<file path="src/rtl/video_gain_level_pkg.sv">
package video_gain_level_pkg;

    // ---------------------------------------------------------------
    // Subaddress map
    // ---------------------------------------------------------------
    localparam logic [7:0] ADDR_U_GAIN_LOW = 8'h5b;
    localparam logic [7:0] ADDR_V_GAIN_LOW = 8'h5c;
    localparam logic [7:0] ADDR_U_MSB_BLACK = 8'h5d;
    localparam logic [7:0] ADDR_V_MSB_BLANK = 8'h5e;
    localparam logic [7:0] ADDR_XCOLOR_VBLANK = 8'h5f;

    // ---------------------------------------------------------------
    // Field positions
    // ---------------------------------------------------------------
    localparam int GAIN_TOP_BIT = 7;
    localparam int RTC_ENABLE_BIT = 6;
    localparam int LEVEL_MSB = 5;
    localparam int XCOLOR_HI_BIT = 7;
    localparam int XCOLOR_LO_BIT = 6;

    // ---------------------------------------------------------------
    // Reset values
    // ---------------------------------------------------------------
    localparam logic [7:0] RESET_U_GAIN_LOW = 8'h7d;
    localparam logic [7:0] RESET_V_GAIN_LOW = 8'haf;
    localparam logic [7:0] RESET_U_MSB_BLACK = 8'h33;
    localparam logic [7:0] RESET_V_MSB_BLANK = 8'h35;
    localparam logic [7:0] RESET_XCOLOR_VBLANK = 8'h35;
    localparam logic [5:0] BLANK_LEVEL_RESET = 6'h35;
    localparam logic [7:0] UNMAPPED_READ = 8'h00;

    // ---------------------------------------------------------------
    // Gain scaling and reference codes
    // ---------------------------------------------------------------
    localparam int GAIN_FRAC_BITS = 7;
    localparam logic [8:0] U_NOMINAL_92 = 9'h076;
    localparam logic [8:0] U_NOMINAL_100 = 9'h07d;
    localparam logic [8:0] U_NOMINAL_SECAM = 9'h06a;
    localparam logic [8:0] V_NOMINAL_92 = 9'h0a5;
    localparam logic [8:0] V_NOMINAL_100 = 9'h0af;
    localparam logic [8:0] V_NOMINAL_SECAM = 9'h081;

    typedef enum logic [1:0] {
        XCOLOR_OFF = 2'b00,
        XCOLOR_FILTER1 = 2'b01,
        XCOLOR_FILTER2 = 2'b10,
        XCOLOR_FILTER3 = 2'b11
    } crosscolor_mode_t;

endpackage : video_gain_level_pkg

</file>
<file path="src/rtl/video_encoder_gain_level_regs.sv">
module video_encoder_gain_level_regs
    import video_gain_level_pkg::*;
(
    input wire logic clk_sys,
    input wire logic rst,
    input wire logic ce,
    input wire logic regWrite,
    input wire logic [7:0] regAddr,
    input wire logic [7:0] regWrData,
    output logic [7:0] regRdData,
    input wire logic lineStart,
    input wire logic realtimeFieldParity,
    input wire logic realtimePhaseReset,
    input wire logic signed [7:0] uChromaIn,
    input wire logic signed [7:0] vChromaIn,
    output logic signed [9:0] uContrib,
    output logic signed [9:0] vContrib,
    output logic [5:0] blackLevelCode,
    output logic [5:0] blankingLevelCode,
    output logic [5:0] verticalBlankingLevelCode,
    output crosscolor_mode_t crossColorSel,
    output logic fieldParityOut,
    output logic subcarrierPhaseResetPulse
);

    // ---------------------------------------------------------------
    // Host-visible registers
    // ---------------------------------------------------------------
    logic [7:0] uGainLow_q;
    logic [7:0] vGainLow_q;
    logic [7:0] uMsbBlack_q;
    logic [7:0] vMsbBlank_q;
    logic [7:0] xcolorVblank_q;

    function automatic logic [8:0] join_gain(input logic [7:0] msbReg, input logic [7:0] lowReg);
        return {msbReg[GAIN_TOP_BIT], lowReg};
    endfunction : join_gain

    function automatic logic signed [9:0] scale_chroma(input logic signed [7:0] sample,
                                                       input logic [8:0] gain);
        logic signed [16:0] prod;
        prod = sample * $signed(gain);
        return prod[GAIN_FRAC_BITS +: 10];
    endfunction : scale_chroma

    // One decoder feeds both the write strobes and the read mux, so the two
    // paths can never disagree about which subaddresses exist.
    function automatic logic [4:0] decode_addr(input logic [7:0] addr);
        logic [4:0] sel;
        sel = 5'h00;
        if (addr == ADDR_U_GAIN_LOW) begin
            sel = 5'h01;
        end else if (addr == ADDR_V_GAIN_LOW) begin
            sel = 5'h02;
        end else if (addr == ADDR_U_MSB_BLACK) begin
            sel = 5'h04;
        end else if (addr == ADDR_V_MSB_BLANK) begin
            sel = 5'h08;
        end else if (addr == ADDR_XCOLOR_VBLANK) begin
            sel = 5'h10;
        end
        return sel;
    endfunction : decode_addr

    logic [4:0] addrSel;
    assign addrSel = decode_addr(regAddr);

    always_ff @(posedge clk_sys or posedge rst) begin
        if (rst) begin
            uGainLow_q <= RESET_U_GAIN_LOW;
            vGainLow_q <= RESET_V_GAIN_LOW;
            uMsbBlack_q <= RESET_U_MSB_BLACK;
            vMsbBlank_q <= RESET_V_MSB_BLANK;
            xcolorVblank_q <= RESET_XCOLOR_VBLANK;
        end else if (ce && regWrite) begin
            if (addrSel[0]) begin
                uGainLow_q <= regWrData;
            end else if (addrSel[1]) begin
                vGainLow_q <= regWrData;
            end else if (addrSel[2]) begin
                uMsbBlack_q <= regWrData;
            end else if (addrSel[3]) begin
                vMsbBlank_q <= regWrData;
            end else if (addrSel[4]) begin
                xcolorVblank_q <= regWrData;
            end
        end
    end

    always_ff @(posedge clk_sys or posedge rst) begin
        if (rst) begin
            regRdData <= UNMAPPED_READ;
        end else if (ce) begin
            if (addrSel[0]) begin
                regRdData <= uGainLow_q;
            end else if (addrSel[1]) begin
                regRdData <= vGainLow_q;
            end else if (addrSel[2]) begin
                regRdData <= uMsbBlack_q;
            end else if (addrSel[3]) begin
                regRdData <= vMsbBlank_q;
            end else if (addrSel[4]) begin
                regRdData <= xcolorVblank_q;
            end else begin
                regRdData <= UNMAPPED_READ;
            end
        end
    end

    // ---------------------------------------------------------------
    // Active settings, loaded at line start
    // ---------------------------------------------------------------
    // Loading only on lineStart keeps a half-written gain pair (low byte
    // and top bit arrive in separate writes) off the visible picture.
    logic [8:0] uGainActive_q;
    logic [8:0] vGainActive_q;

    always_ff @(posedge clk_sys or posedge rst) begin
        if (rst) begin
            uGainActive_q <= join_gain(RESET_U_MSB_BLACK, RESET_U_GAIN_LOW);
            vGainActive_q <= join_gain(RESET_V_MSB_BLANK, RESET_V_GAIN_LOW);
            blackLevelCode <= RESET_U_MSB_BLACK[LEVEL_MSB:0];
            blankingLevelCode <= BLANK_LEVEL_RESET;
            verticalBlankingLevelCode <= RESET_XCOLOR_VBLANK[LEVEL_MSB:0];
            crossColorSel <= crosscolor_mode_t'(RESET_XCOLOR_VBLANK[XCOLOR_HI_BIT:XCOLOR_LO_BIT]);
        end else if (ce && lineStart) begin
            uGainActive_q <= join_gain(uMsbBlack_q, uGainLow_q);
            vGainActive_q <= join_gain(vMsbBlank_q, vGainLow_q);
            blackLevelCode <= uMsbBlack_q[LEVEL_MSB:0];
            blankingLevelCode <= vMsbBlank_q[LEVEL_MSB:0];
            verticalBlankingLevelCode <= xcolorVblank_q[LEVEL_MSB:0];
            crossColorSel <= crosscolor_mode_t'(xcolorVblank_q[XCOLOR_HI_BIT:XCOLOR_LO_BIT]);
        end
    end

    // ---------------------------------------------------------------
    // Chroma gain
    // ---------------------------------------------------------------
    // The gain is a signed code with seven fraction bits, so the nominal
    // code of each white level sets the unity point of the analog path.
    always_ff @(posedge clk_sys or posedge rst) begin
        if (rst) begin
            uContrib <= '0;
            vContrib <= '0;
        end else if (ce) begin
            uContrib <= scale_chroma(uChromaIn, uGainActive_q);
            vContrib <= scale_chroma(vChromaIn, vGainActive_q);
        end
    end

    // ---------------------------------------------------------------
    // Realtime control input
    // ---------------------------------------------------------------
    logic parityMeta_q;
    logic paritySync_q;
    logic phaseMeta_q;
    logic phaseSync_q;
    logic phaseSyncDly_q;

    always_ff @(posedge clk_sys or posedge rst) begin
        if (rst) begin
            parityMeta_q <= 1'b0;
            paritySync_q <= 1'b0;
            phaseMeta_q <= 1'b0;
            phaseSync_q <= 1'b0;
            phaseSyncDly_q <= 1'b0;
        end else if (ce) begin
            parityMeta_q <= realtimeFieldParity;
            paritySync_q <= parityMeta_q;
            phaseMeta_q <= realtimePhaseReset;
            phaseSync_q <= phaseMeta_q;
            phaseSyncDly_q <= phaseSync_q;
        end
    end

    always_ff @(posedge clk_sys or posedge rst) begin
        if (rst) begin
            fieldParityOut <= 1'b0;
            subcarrierPhaseResetPulse <= 1'b0;
        end else if (ce) begin
            fieldParityOut <= uMsbBlack_q[RTC_ENABLE_BIT] & paritySync_q;
            subcarrierPhaseResetPulse <= vMsbBlank_q[RTC_ENABLE_BIT] & phaseSync_q & ~phaseSyncDly_q;
        end
    end

    // ---------------------------------------------------------------
    // Checks
    // ---------------------------------------------------------------
    a_u_zero_gain: assert property (@(posedge clk_sys) disable iff (rst)
        (ce && uGainActive_q == 9'h000) |=> (uContrib == 10'sh000))
        else $error("U contribution not zero at zero gain");

    a_u_nominal_92: assert property (@(posedge clk_sys) disable iff (rst)
        (ce && uGainActive_q == U_NOMINAL_92 && uChromaIn == 8'sh40) |=> (uContrib == 10'sh03b))
        else $error("U nominal gain 118 scaled wrongly");

    a_u_nominal_100: assert property (@(posedge clk_sys) disable iff (rst)
        (ce && uGainActive_q == U_NOMINAL_100 && uChromaIn == 8'sh40) |=> (uContrib == 10'sh03e))
        else $error("U nominal gain 125 scaled wrongly");

    a_v_zero_gain: assert property (@(posedge clk_sys) disable iff (rst)
        (ce && vGainActive_q == 9'h000) |=> (vContrib == 10'sh000))
        else $error("V contribution not zero at zero gain");

    a_v_nominal_100: assert property (@(posedge clk_sys) disable iff (rst)
        (ce && vGainActive_q == V_NOMINAL_100 && vChromaIn == 8'sh40) |=> (vContrib == 10'sh057))
        else $error("V nominal gain 175 scaled wrongly");

    a_gain_join_load: assert property (@(posedge clk_sys) disable iff (rst)
        (ce && lineStart) |=> (uGainActive_q == {$past(uMsbBlack_q[7]), $past(uGainLow_q)}
            && vGainActive_q == {$past(vMsbBlank_q[7]), $past(vGainLow_q)}))
        else $error("Gain not assembled from low byte and top bit");

    a_gain_hold_midline: assert property (@(posedge clk_sys) disable iff (rst)
        (!lineStart) |=> $stable(uGainActive_q) && $stable(blackLevelCode))
        else $error("Active setting changed away from line start");

    a_parity_gate: assert property (@(posedge clk_sys) disable iff (rst)
        (ce && !uMsbBlack_q[6]) |=> !fieldParityOut)
        else $error("Field parity passed while disabled");

    a_phase_gate: assert property (@(posedge clk_sys) disable iff (rst)
        (ce && vMsbBlank_q[6] && phaseSync_q && !phaseSyncDly_q) |=> subcarrierPhaseResetPulse)
        else $error("Enabled phase reset edge not forwarded");

    a_blank_reset: assert property (@(posedge clk_sys) disable iff (rst)
        $past(rst) |-> (blankingLevelCode == 6'h35))
        else $error("Blanking level not 0x35 after reset");

    a_level_load: assert property (@(posedge clk_sys) disable iff (rst)
        (ce && lineStart) |=> (blackLevelCode == $past(uMsbBlack_q[5:0])
            && verticalBlankingLevelCode == $past(xcolorVblank_q[5:0])))
        else $error("Level code not loaded at line start");

    a_xcolor_load: assert property (@(posedge clk_sys) disable iff (rst)
        (ce && lineStart) |=> (crossColorSel == $past(xcolorVblank_q[7:6])))
        else $error("Cross-color selection not loaded at line start");

    a_v_nominal_92: assert property (@(posedge clk_sys) disable iff (rst)
        (ce && vGainActive_q == V_NOMINAL_92 && vChromaIn == 8'sh40) |=> (vContrib == 10'sh052))
        else $error("V nominal gain 165 scaled wrongly");

    a_blank_load: assert property (@(posedge clk_sys) disable iff (rst)
        (ce && lineStart) |=> (blankingLevelCode == $past(vMsbBlank_q[LEVEL_MSB:0])))
        else $error("Blanking level not loaded at line start");

    a_vblank_load: assert property (@(posedge clk_sys) disable iff (rst)
        (ce && lineStart) |=> (verticalBlankingLevelCode == $past(xcolorVblank_q[LEVEL_MSB:0])))
        else $error("Vertical blanking level not loaded at line start");

    a_xcolor_off: assert property (@(posedge clk_sys) disable iff (rst)
        (ce && lineStart && xcolorVblank_q[XCOLOR_HI_BIT:XCOLOR_LO_BIT] == 2'b00) |=> (crossColorSel == XCOLOR_OFF))
        else $error("Cross-color reduction not disabled by code 00");

    a_xcolor_filter3: assert property (@(posedge clk_sys) disable iff (rst)
        (ce && lineStart && xcolorVblank_q[XCOLOR_HI_BIT:XCOLOR_LO_BIT] == 2'b11) |=> (crossColorSel == XCOLOR_FILTER3))
        else $error("Cross-color filter three not selected by code 11");

    a_hold_blank_midline: assert property (@(posedge clk_sys) disable iff (rst)
        (!lineStart) |=> ($stable(vGainActive_q) && $stable(blankingLevelCode)
            && $stable(verticalBlankingLevelCode) && $stable(crossColorSel)))
        else $error("Blanking or filter setting changed away from line start");

    a_ce_freeze: assert property (@(posedge clk_sys) disable iff (rst)
        (!ce) |=> ($stable(uContrib) && $stable(vContrib) && $stable(regRdData)
            && $stable(fieldParityOut) && $stable(subcarrierPhaseResetPulse)))
        else $error("Output moved while clock enable was low");

    // ---------------------------------------------------------------
    // Register bus checks
    // ---------------------------------------------------------------

    a_u_low_write: assert property (@(posedge clk_sys) disable iff (rst)
        (ce && regWrite && regAddr == ADDR_U_GAIN_LOW) |=> (uGainLow_q == $past(regWrData)))
        else $error("U gain low byte write lost");

    a_v_low_write: assert property (@(posedge clk_sys) disable iff (rst)
        (ce && regWrite && regAddr == ADDR_V_GAIN_LOW) |=> (vGainLow_q == $past(regWrData)))
        else $error("V gain low byte write lost");

    a_u_msb_write: assert property (@(posedge clk_sys) disable iff (rst)
        (ce && regWrite && regAddr == ADDR_U_MSB_BLACK) |=> (uMsbBlack_q == $past(regWrData)))
        else $error("U top bit and black level write lost");

    a_v_msb_write: assert property (@(posedge clk_sys) disable iff (rst)
        (ce && regWrite && regAddr == ADDR_V_MSB_BLANK) |=> (vMsbBlank_q == $past(regWrData)))
        else $error("V top bit and blanking level write lost");

    a_xcolor_write: assert property (@(posedge clk_sys) disable iff (rst)
        (ce && regWrite && regAddr == ADDR_XCOLOR_VBLANK) |=> (xcolorVblank_q == $past(regWrData)))
        else $error("Cross-color and vertical blanking write lost");

    a_read_u_low: assert property (@(posedge clk_sys) disable iff (rst)
        (ce && regAddr == ADDR_U_GAIN_LOW) |=> (regRdData == $past(uGainLow_q)))
        else $error("U gain low byte read back wrongly");

    a_read_v_low: assert property (@(posedge clk_sys) disable iff (rst)
        (ce && regAddr == ADDR_V_GAIN_LOW) |=> (regRdData == $past(vGainLow_q)))
        else $error("V gain low byte read back wrongly");

    a_read_top_bits: assert property (@(posedge clk_sys) disable iff (rst)
        (ce && regAddr == ADDR_U_MSB_BLACK) |=> (regRdData[GAIN_TOP_BIT] == $past(uMsbBlack_q[GAIN_TOP_BIT])))
        else $error("U gain top bit read back wrongly");

    a_read_blank: assert property (@(posedge clk_sys) disable iff (rst)
        (ce && regAddr == ADDR_V_MSB_BLANK) |=> (regRdData[LEVEL_MSB:0] == $past(vMsbBlank_q[LEVEL_MSB:0])))
        else $error("Blanking level read back wrongly");

    a_read_xcolor: assert property (@(posedge clk_sys) disable iff (rst)
        (ce && regAddr == ADDR_XCOLOR_VBLANK) |=> (regRdData == $past(xcolorVblank_q)))
        else $error("Cross-color register read back wrongly");

    // ---------------------------------------------------------------
    // Realtime control checks
    // ---------------------------------------------------------------

    a_parity_pass: assert property (@(posedge clk_sys) disable iff (rst)
        (ce && uMsbBlack_q[RTC_ENABLE_BIT] && paritySync_q) |=> fieldParityOut)
        else $error("Enabled field parity not passed");

    a_phase_block: assert property (@(posedge clk_sys) disable iff (rst)
        (ce && !vMsbBlank_q[RTC_ENABLE_BIT]) |=> !subcarrierPhaseResetPulse)
        else $error("Phase reset passed while disabled");

    a_phase_single: assert property (@(posedge clk_sys) disable iff (rst)
        (ce && subcarrierPhaseResetPulse) |=> !subcarrierPhaseResetPulse)
        else $error("Phase reset pulse longer than one cycle");

endmodule : video_encoder_gain_level_regs

</file>
<file path="config.mk">
export PLATFORM = sky130hd
export DESIGN_NAME = video_encoder_gain_level_regs
export DESIGN_NICKNAME = d
export VERILOG_FILES = /design/src/rtl/video_gain_level_pkg.sv /design/src/rtl/video_encoder_gain_level_regs.sv
export SDC_FILE = /design/constraint.sdc
export NUM_CORES = 1
export LEC_CHECK = 0
export BUFFER_PORTS_ARGS = -buffer_cell sky130_fd_sc_hd__buf_2
export CORE_ASPECT_RATIO = 0.8
export CORE_MARGIN = 2
export CORE_UTILIZATION = 55
export DETAILED_ROUTE_END_ITERATION = 8
export PLACE_DENSITY = 0.79
export SYNTH_ARGS = -nofsm -noshare
export SYNTH_HDL_FRONTEND = slang
export SYNTH_SLANG_ARGS = --single-unit
export TNS_END_PERCENT = 5
</file>
<file path="constraint.sdc">
create_clock -name clk_sys -period 8.9 [get_ports clk_sys]
set_clock_uncertainty 0.15 [all_clocks]
set_input_delay 2.225 -clock clk_sys [delete_from_list [all_inputs] [get_ports clk_sys]]
set_output_delay 2.225 -clock clk_sys [all_outputs]
set_load 0.02 [all_outputs]
</file>
* Word level (Yosys, flattened, before mapping)
Index checks and enable logic that the tools add are counted.
Operators by class: reductions and logical operators 7, equality and inequality tests 5, multiplexer cells 10, multipliers 2, bitwise operators 8
Operators by type and width (count):
- $eq 8x7->1 const B | 5
- $mux 8 | 5
- $mul 8x9->17 | 2
- $mux 5 | 5
- $reduce_and 6->1 | 1
- $not 1->1 | 5
- $reduce_and 5->1 | 1
- $reduce_and 4->1 | 1
- $and 1x1->1 | 3
- $reduce_and 3->1 | 1
- $logic_and 1x1->1 | 2
- $reduce_and 2->1 | 1
Storage, ports and cells: output and inout bits 50, logic and storage cells 53, register bits after elaboration 113, bits of input ports 39

* Longest topological paths before layout
word-level depth 11, gate-level depth with buffers 16, depth with buffers taken out 16

* Worst setup path after synthesis
No wires, ideal clock.
path kind input to register, start input uChromaIn[2], end register uContrib[9], data arrival time 6.285 ns, path buffers 2, setup slack 2.339 ns, library setup time 0.126 ns, cell stages on the path 16, required time 8.624 ns, cell sequence clkbuf_1 nand2_1 fa_1 inv_1 fa_1 inv_1 fa_1 inv_1 fa_1 ha_1 clkbuf_1 nand3_1 nor2_1 a221o_1 o211a_1 a311o_1
Between the ends: cells in the longest elaborated chain, start to end 1
Ends and longest elaborated chain:
- start: declaration | line video_encoder_gain_level_regs.sv:14 | input wire logic signed [7:0] uChromaIn,
- $mul 8x9->17 | line video_encoder_gain_level_regs.sv:42 | prod = sample * $signed(gain);
- end signal: assignment | line video_encoder_gain_level_regs.sv:146 | uContrib <= scale_chroma(uChromaIn, uGainActive_q);
- end: declaration | line video_encoder_gain_level_regs.sv:16 | output logic signed [9:0] uContrib,
No other way between the ends. A chain may end at the register's enable or synchronous reset.

* Final worst setup path
start input vChromaIn[7], end register vContrib[8]
Between the ends: cells in the longest elaborated chain, start to end 1
Ends and longest elaborated chain:
- start: declaration | line video_encoder_gain_level_regs.sv:15 | input wire logic signed [7:0] vChromaIn,
- $mul 8x9->17 | line video_encoder_gain_level_regs.sv:42
- end signal: assignment | line video_encoder_gain_level_regs.sv:147 | vContrib <= scale_chroma(vChromaIn, vGainActive_q);
- end: declaration | line video_encoder_gain_level_regs.sv:17 | output logic signed [9:0] vContrib,
No other way between the ends.

==> impl_metrics.ini <==
[final_layout]
syn_to_final_growth_pct = 11.9
fillCellCount = 1413
final_core_util_pct = 62.2
drive_gt1_share_pct = 26.9
final_nets = 1229
antennaDiodeCount = 0
ff_latch_area_sq_um = 2890
multi_input_area_sq_um = 6400

[global_route]
grt_pass1_vias = 7356
grt_usage_pct = 24.5
overflow = 0
antenna_found_initial = 0
grt_first_pass_wirelength_microns = 37600
grt_max_degree = 59

[timing]
drv_slew = 0
min_period_over_period_pct = 71.5
min_period_ns = 6.36
tightest_slew_ns = 0.796
rsz0062_at_grt = no
setup_viol = 0
slew_headroom_pct = 46.7
clock.fmax_mhz = 157
hold_viol = 0
tns_ns = 0

[route]
highest_layer = met4
met2_length_microns = 9900
vias = 6882
route.met3.wl_microns = 1400
drc = 0
wl_met1_microns = 10400
routed_wl_microns = 21900
wl_per_cell_microns = 17.5
dr.pass1.iters = 5
antenna_left = 0
viasPerCell = 5.48
drtIter0Drc = 356

[logic_synthesis]
synth_top_area_share_pct = 23.6
synth_area_sq_um = 10000
syn_avg_cell_area_sq_um = 10.8
async_flop_share_pct = 100
synth-seq-area-share_pct = 28.9
synth_fp_nets = 1143
yosysUniqueCellTypes = 59
ys_ff_latch = 113
yosys_warnings = 0
synth_edf_count = 0
netlist_instances = 928
synth_largest_area_cell = fa_1
synth_flop_cell = dfrtp_1
yosys-top-cells-area = fa_1 24%, dfrtp_1 16%, dfstp_2 13%
synth_top_cells_by_count = 161 x inv_1, 118 x fa_1, 85 x mux2_2
yosysMostFrequentCell = inv_1

[floorplan]
start_util_pct = 55.5
dieArea_sq_um = 19300
core_sq_um = 18000
die_y_microns = 125
rows = 44
ios = 89
fp.dieW_microns = 155

[worst_setup_path]
worst-path-max-fanout = 8
crit_buf_inv = 5
r2r_end = uContrib[9]
cp_slowest_stage_delay_ns = 0.58
path_class = primary input to flop
cp-end-kind = flop
rr_startpoint = uGainActive_q[8]
crit_arrival_ns = 6.50
ff2ff_setup_slack_ns = 4.05
worstPathCellList = buf_2 -> clkinv_1 -> fa_1 -> fa_1 -> inv_1 -> fa_1 -> inv_1 -> fa_1 -> inv_1 -> ha_1 -> a21o_1 -> a2111oi_4 -> a21oi_2 -> or3_1 -> a32o_1
rr_worst_depth = 14
crit_top_cell = fa_1
cp_slowest_cell = fa_1
cp-start-kind = primary input
critPathTopFamily = adder cells
cp_data_required_time_ns = 9.04

[clocking]
clockRootBuffer = clkbuf_16
cts_tree = done
path_clk_slew_ns = 0.05
cts_resized = 0
cts_sinks = 113
postCtsHoldBufs = 0
cts.path.max_buffers = 2
cts_max_level = 4
postCtsSetupBuffers = 0
numCtsBuffers = 17
clk_latency_ns = 0.41

[placed_design]
dp_hpwl_microns = 16500
portBuffers = 88
place_congestion = 0.907

[job]
drv_cap = 0

[worst_hold_path]
hp-class = flop to flop
hold_path_depth = 1
hold_path_startpoint = vContrib[0]
whs_endpoint = vContrib[0]

[power]
leakage_nw = 5.64
ir_drop_uv = 134
power_density_nw_per_um2 = 146

[run_status]
status = finished, final reports clean
==> power by group <==
part / switching (mW) / total [mW] / internal (mW)
Sequential: 0.0308 / 0.592 / 0.562
Clock: 0.257 / 0.639 / 0.382
Combinational: 0.246 / 0.405 / 0.159
Total: 0.534 / 1.64 / 1.10
==> worst max path at each step <==
stage	from	to	slack, ns	cells after the start
6_report	vChromaIn[7]	vContrib[8]	2.54	15
5_1_grt	vChromaIn[7]	vContrib[8]	2.34	15
3_3_place_gp	vChromaIn[7]	vContrib[8]	2.20	15
3_5_place_dp	vChromaIn[7]	vContrib[8]	2.12	15
4_1_cts	vChromaIn[7]	vContrib[8]	2.55	15
2_1_floorplan	uChromaIn[2]	uContrib[9]	2.34	16
==> layer usage <==
layer	up-vias	GRT usage (%)
li1	3201	-
met1	3456	36.0
met2	205	38.4
met3	20	4.80
met4	0	5.12
met5	-	0
==> layout by cell type (no fill, tap or decap), types with 31 or more instances in the layout <==
cell     Yosys  final
nand2_1     64     64
dfrtp_1     65     65
nor2_1      31     31
ha_1        58     58
inv_1      161    160
and2_1      77     77
mux2_2      85     85
buf_2        1     88
dfstp_2     48     48
a21oi_1     36     36
fa_1       118    118
==> area by class of cell <==
cell class | count | area share, %
Multi-Input combinational cell | 628 | 57.1
Sequential cell | 113 | 25.8
Inverter | 163 | 5.49
Timing Repair Buffer | 91 | 4.14
Clock buffer | 18 | 3.83
Tap cell | 230 | 2.57
Clock inverter | 13 | 1.03
==> logic make-up (layout without fill, tap and decap cells) <==
family | Yosys count | in the layout | synth area share (%)
xor gates and xnor gates | 18 | 18 | 1.58
adders and majority gates | 176 | 176 | 30.9
muxes | 94 | 94 | 11.5
AOI/OAI and AO/OA | 103 | 103 | 7.31
buffers and inverters | 187 | 285 | 7.14
and+or+nand+nor | 237 | 237 | 12.7
DFF | 113 | 113 | 28.9
==> per-stage QoR <==
step / std cells / hold slack (ns) / cell area (sq um) / total power, mW / worst slack [ns]
2_1_floorplan: 928 / 0.321 / 10000 / 0.883 / 2.34
3_3_place_gp: 1225 / 0.312 / 10700 / 0.986 / 2.20
3_5_place_dp: 1225 / 0.321 / 10700 / 1.00 / 2.12
4_1_cts: 1256 / 0.336 / 11200 / 1.65 / 2.55
5_1_grt: 1256 / 0.367 / 11200 / 1.73 / 2.34
6_report: 1256 / 0.330 / 11200 / 1.64 / 2.54
==> state kept, by name, summed over array words and instances (netlist names), 2 cells and up <==
register,flops
uMsbBlack_q,8
blackLevelCode,6
vMsbBlank_q,8
vContrib,10
uGainLow_q,8
verticalBlankingLevelCode,6
crossColorSel,2
xcolorVblank_q,8
vGainLow_q,8
uGainActive_q,9
blankingLevelCode,6
regRdData,8
uContrib,10
vGainActive_q,9
Note: power is estimated with default switching activity, not from simulation.
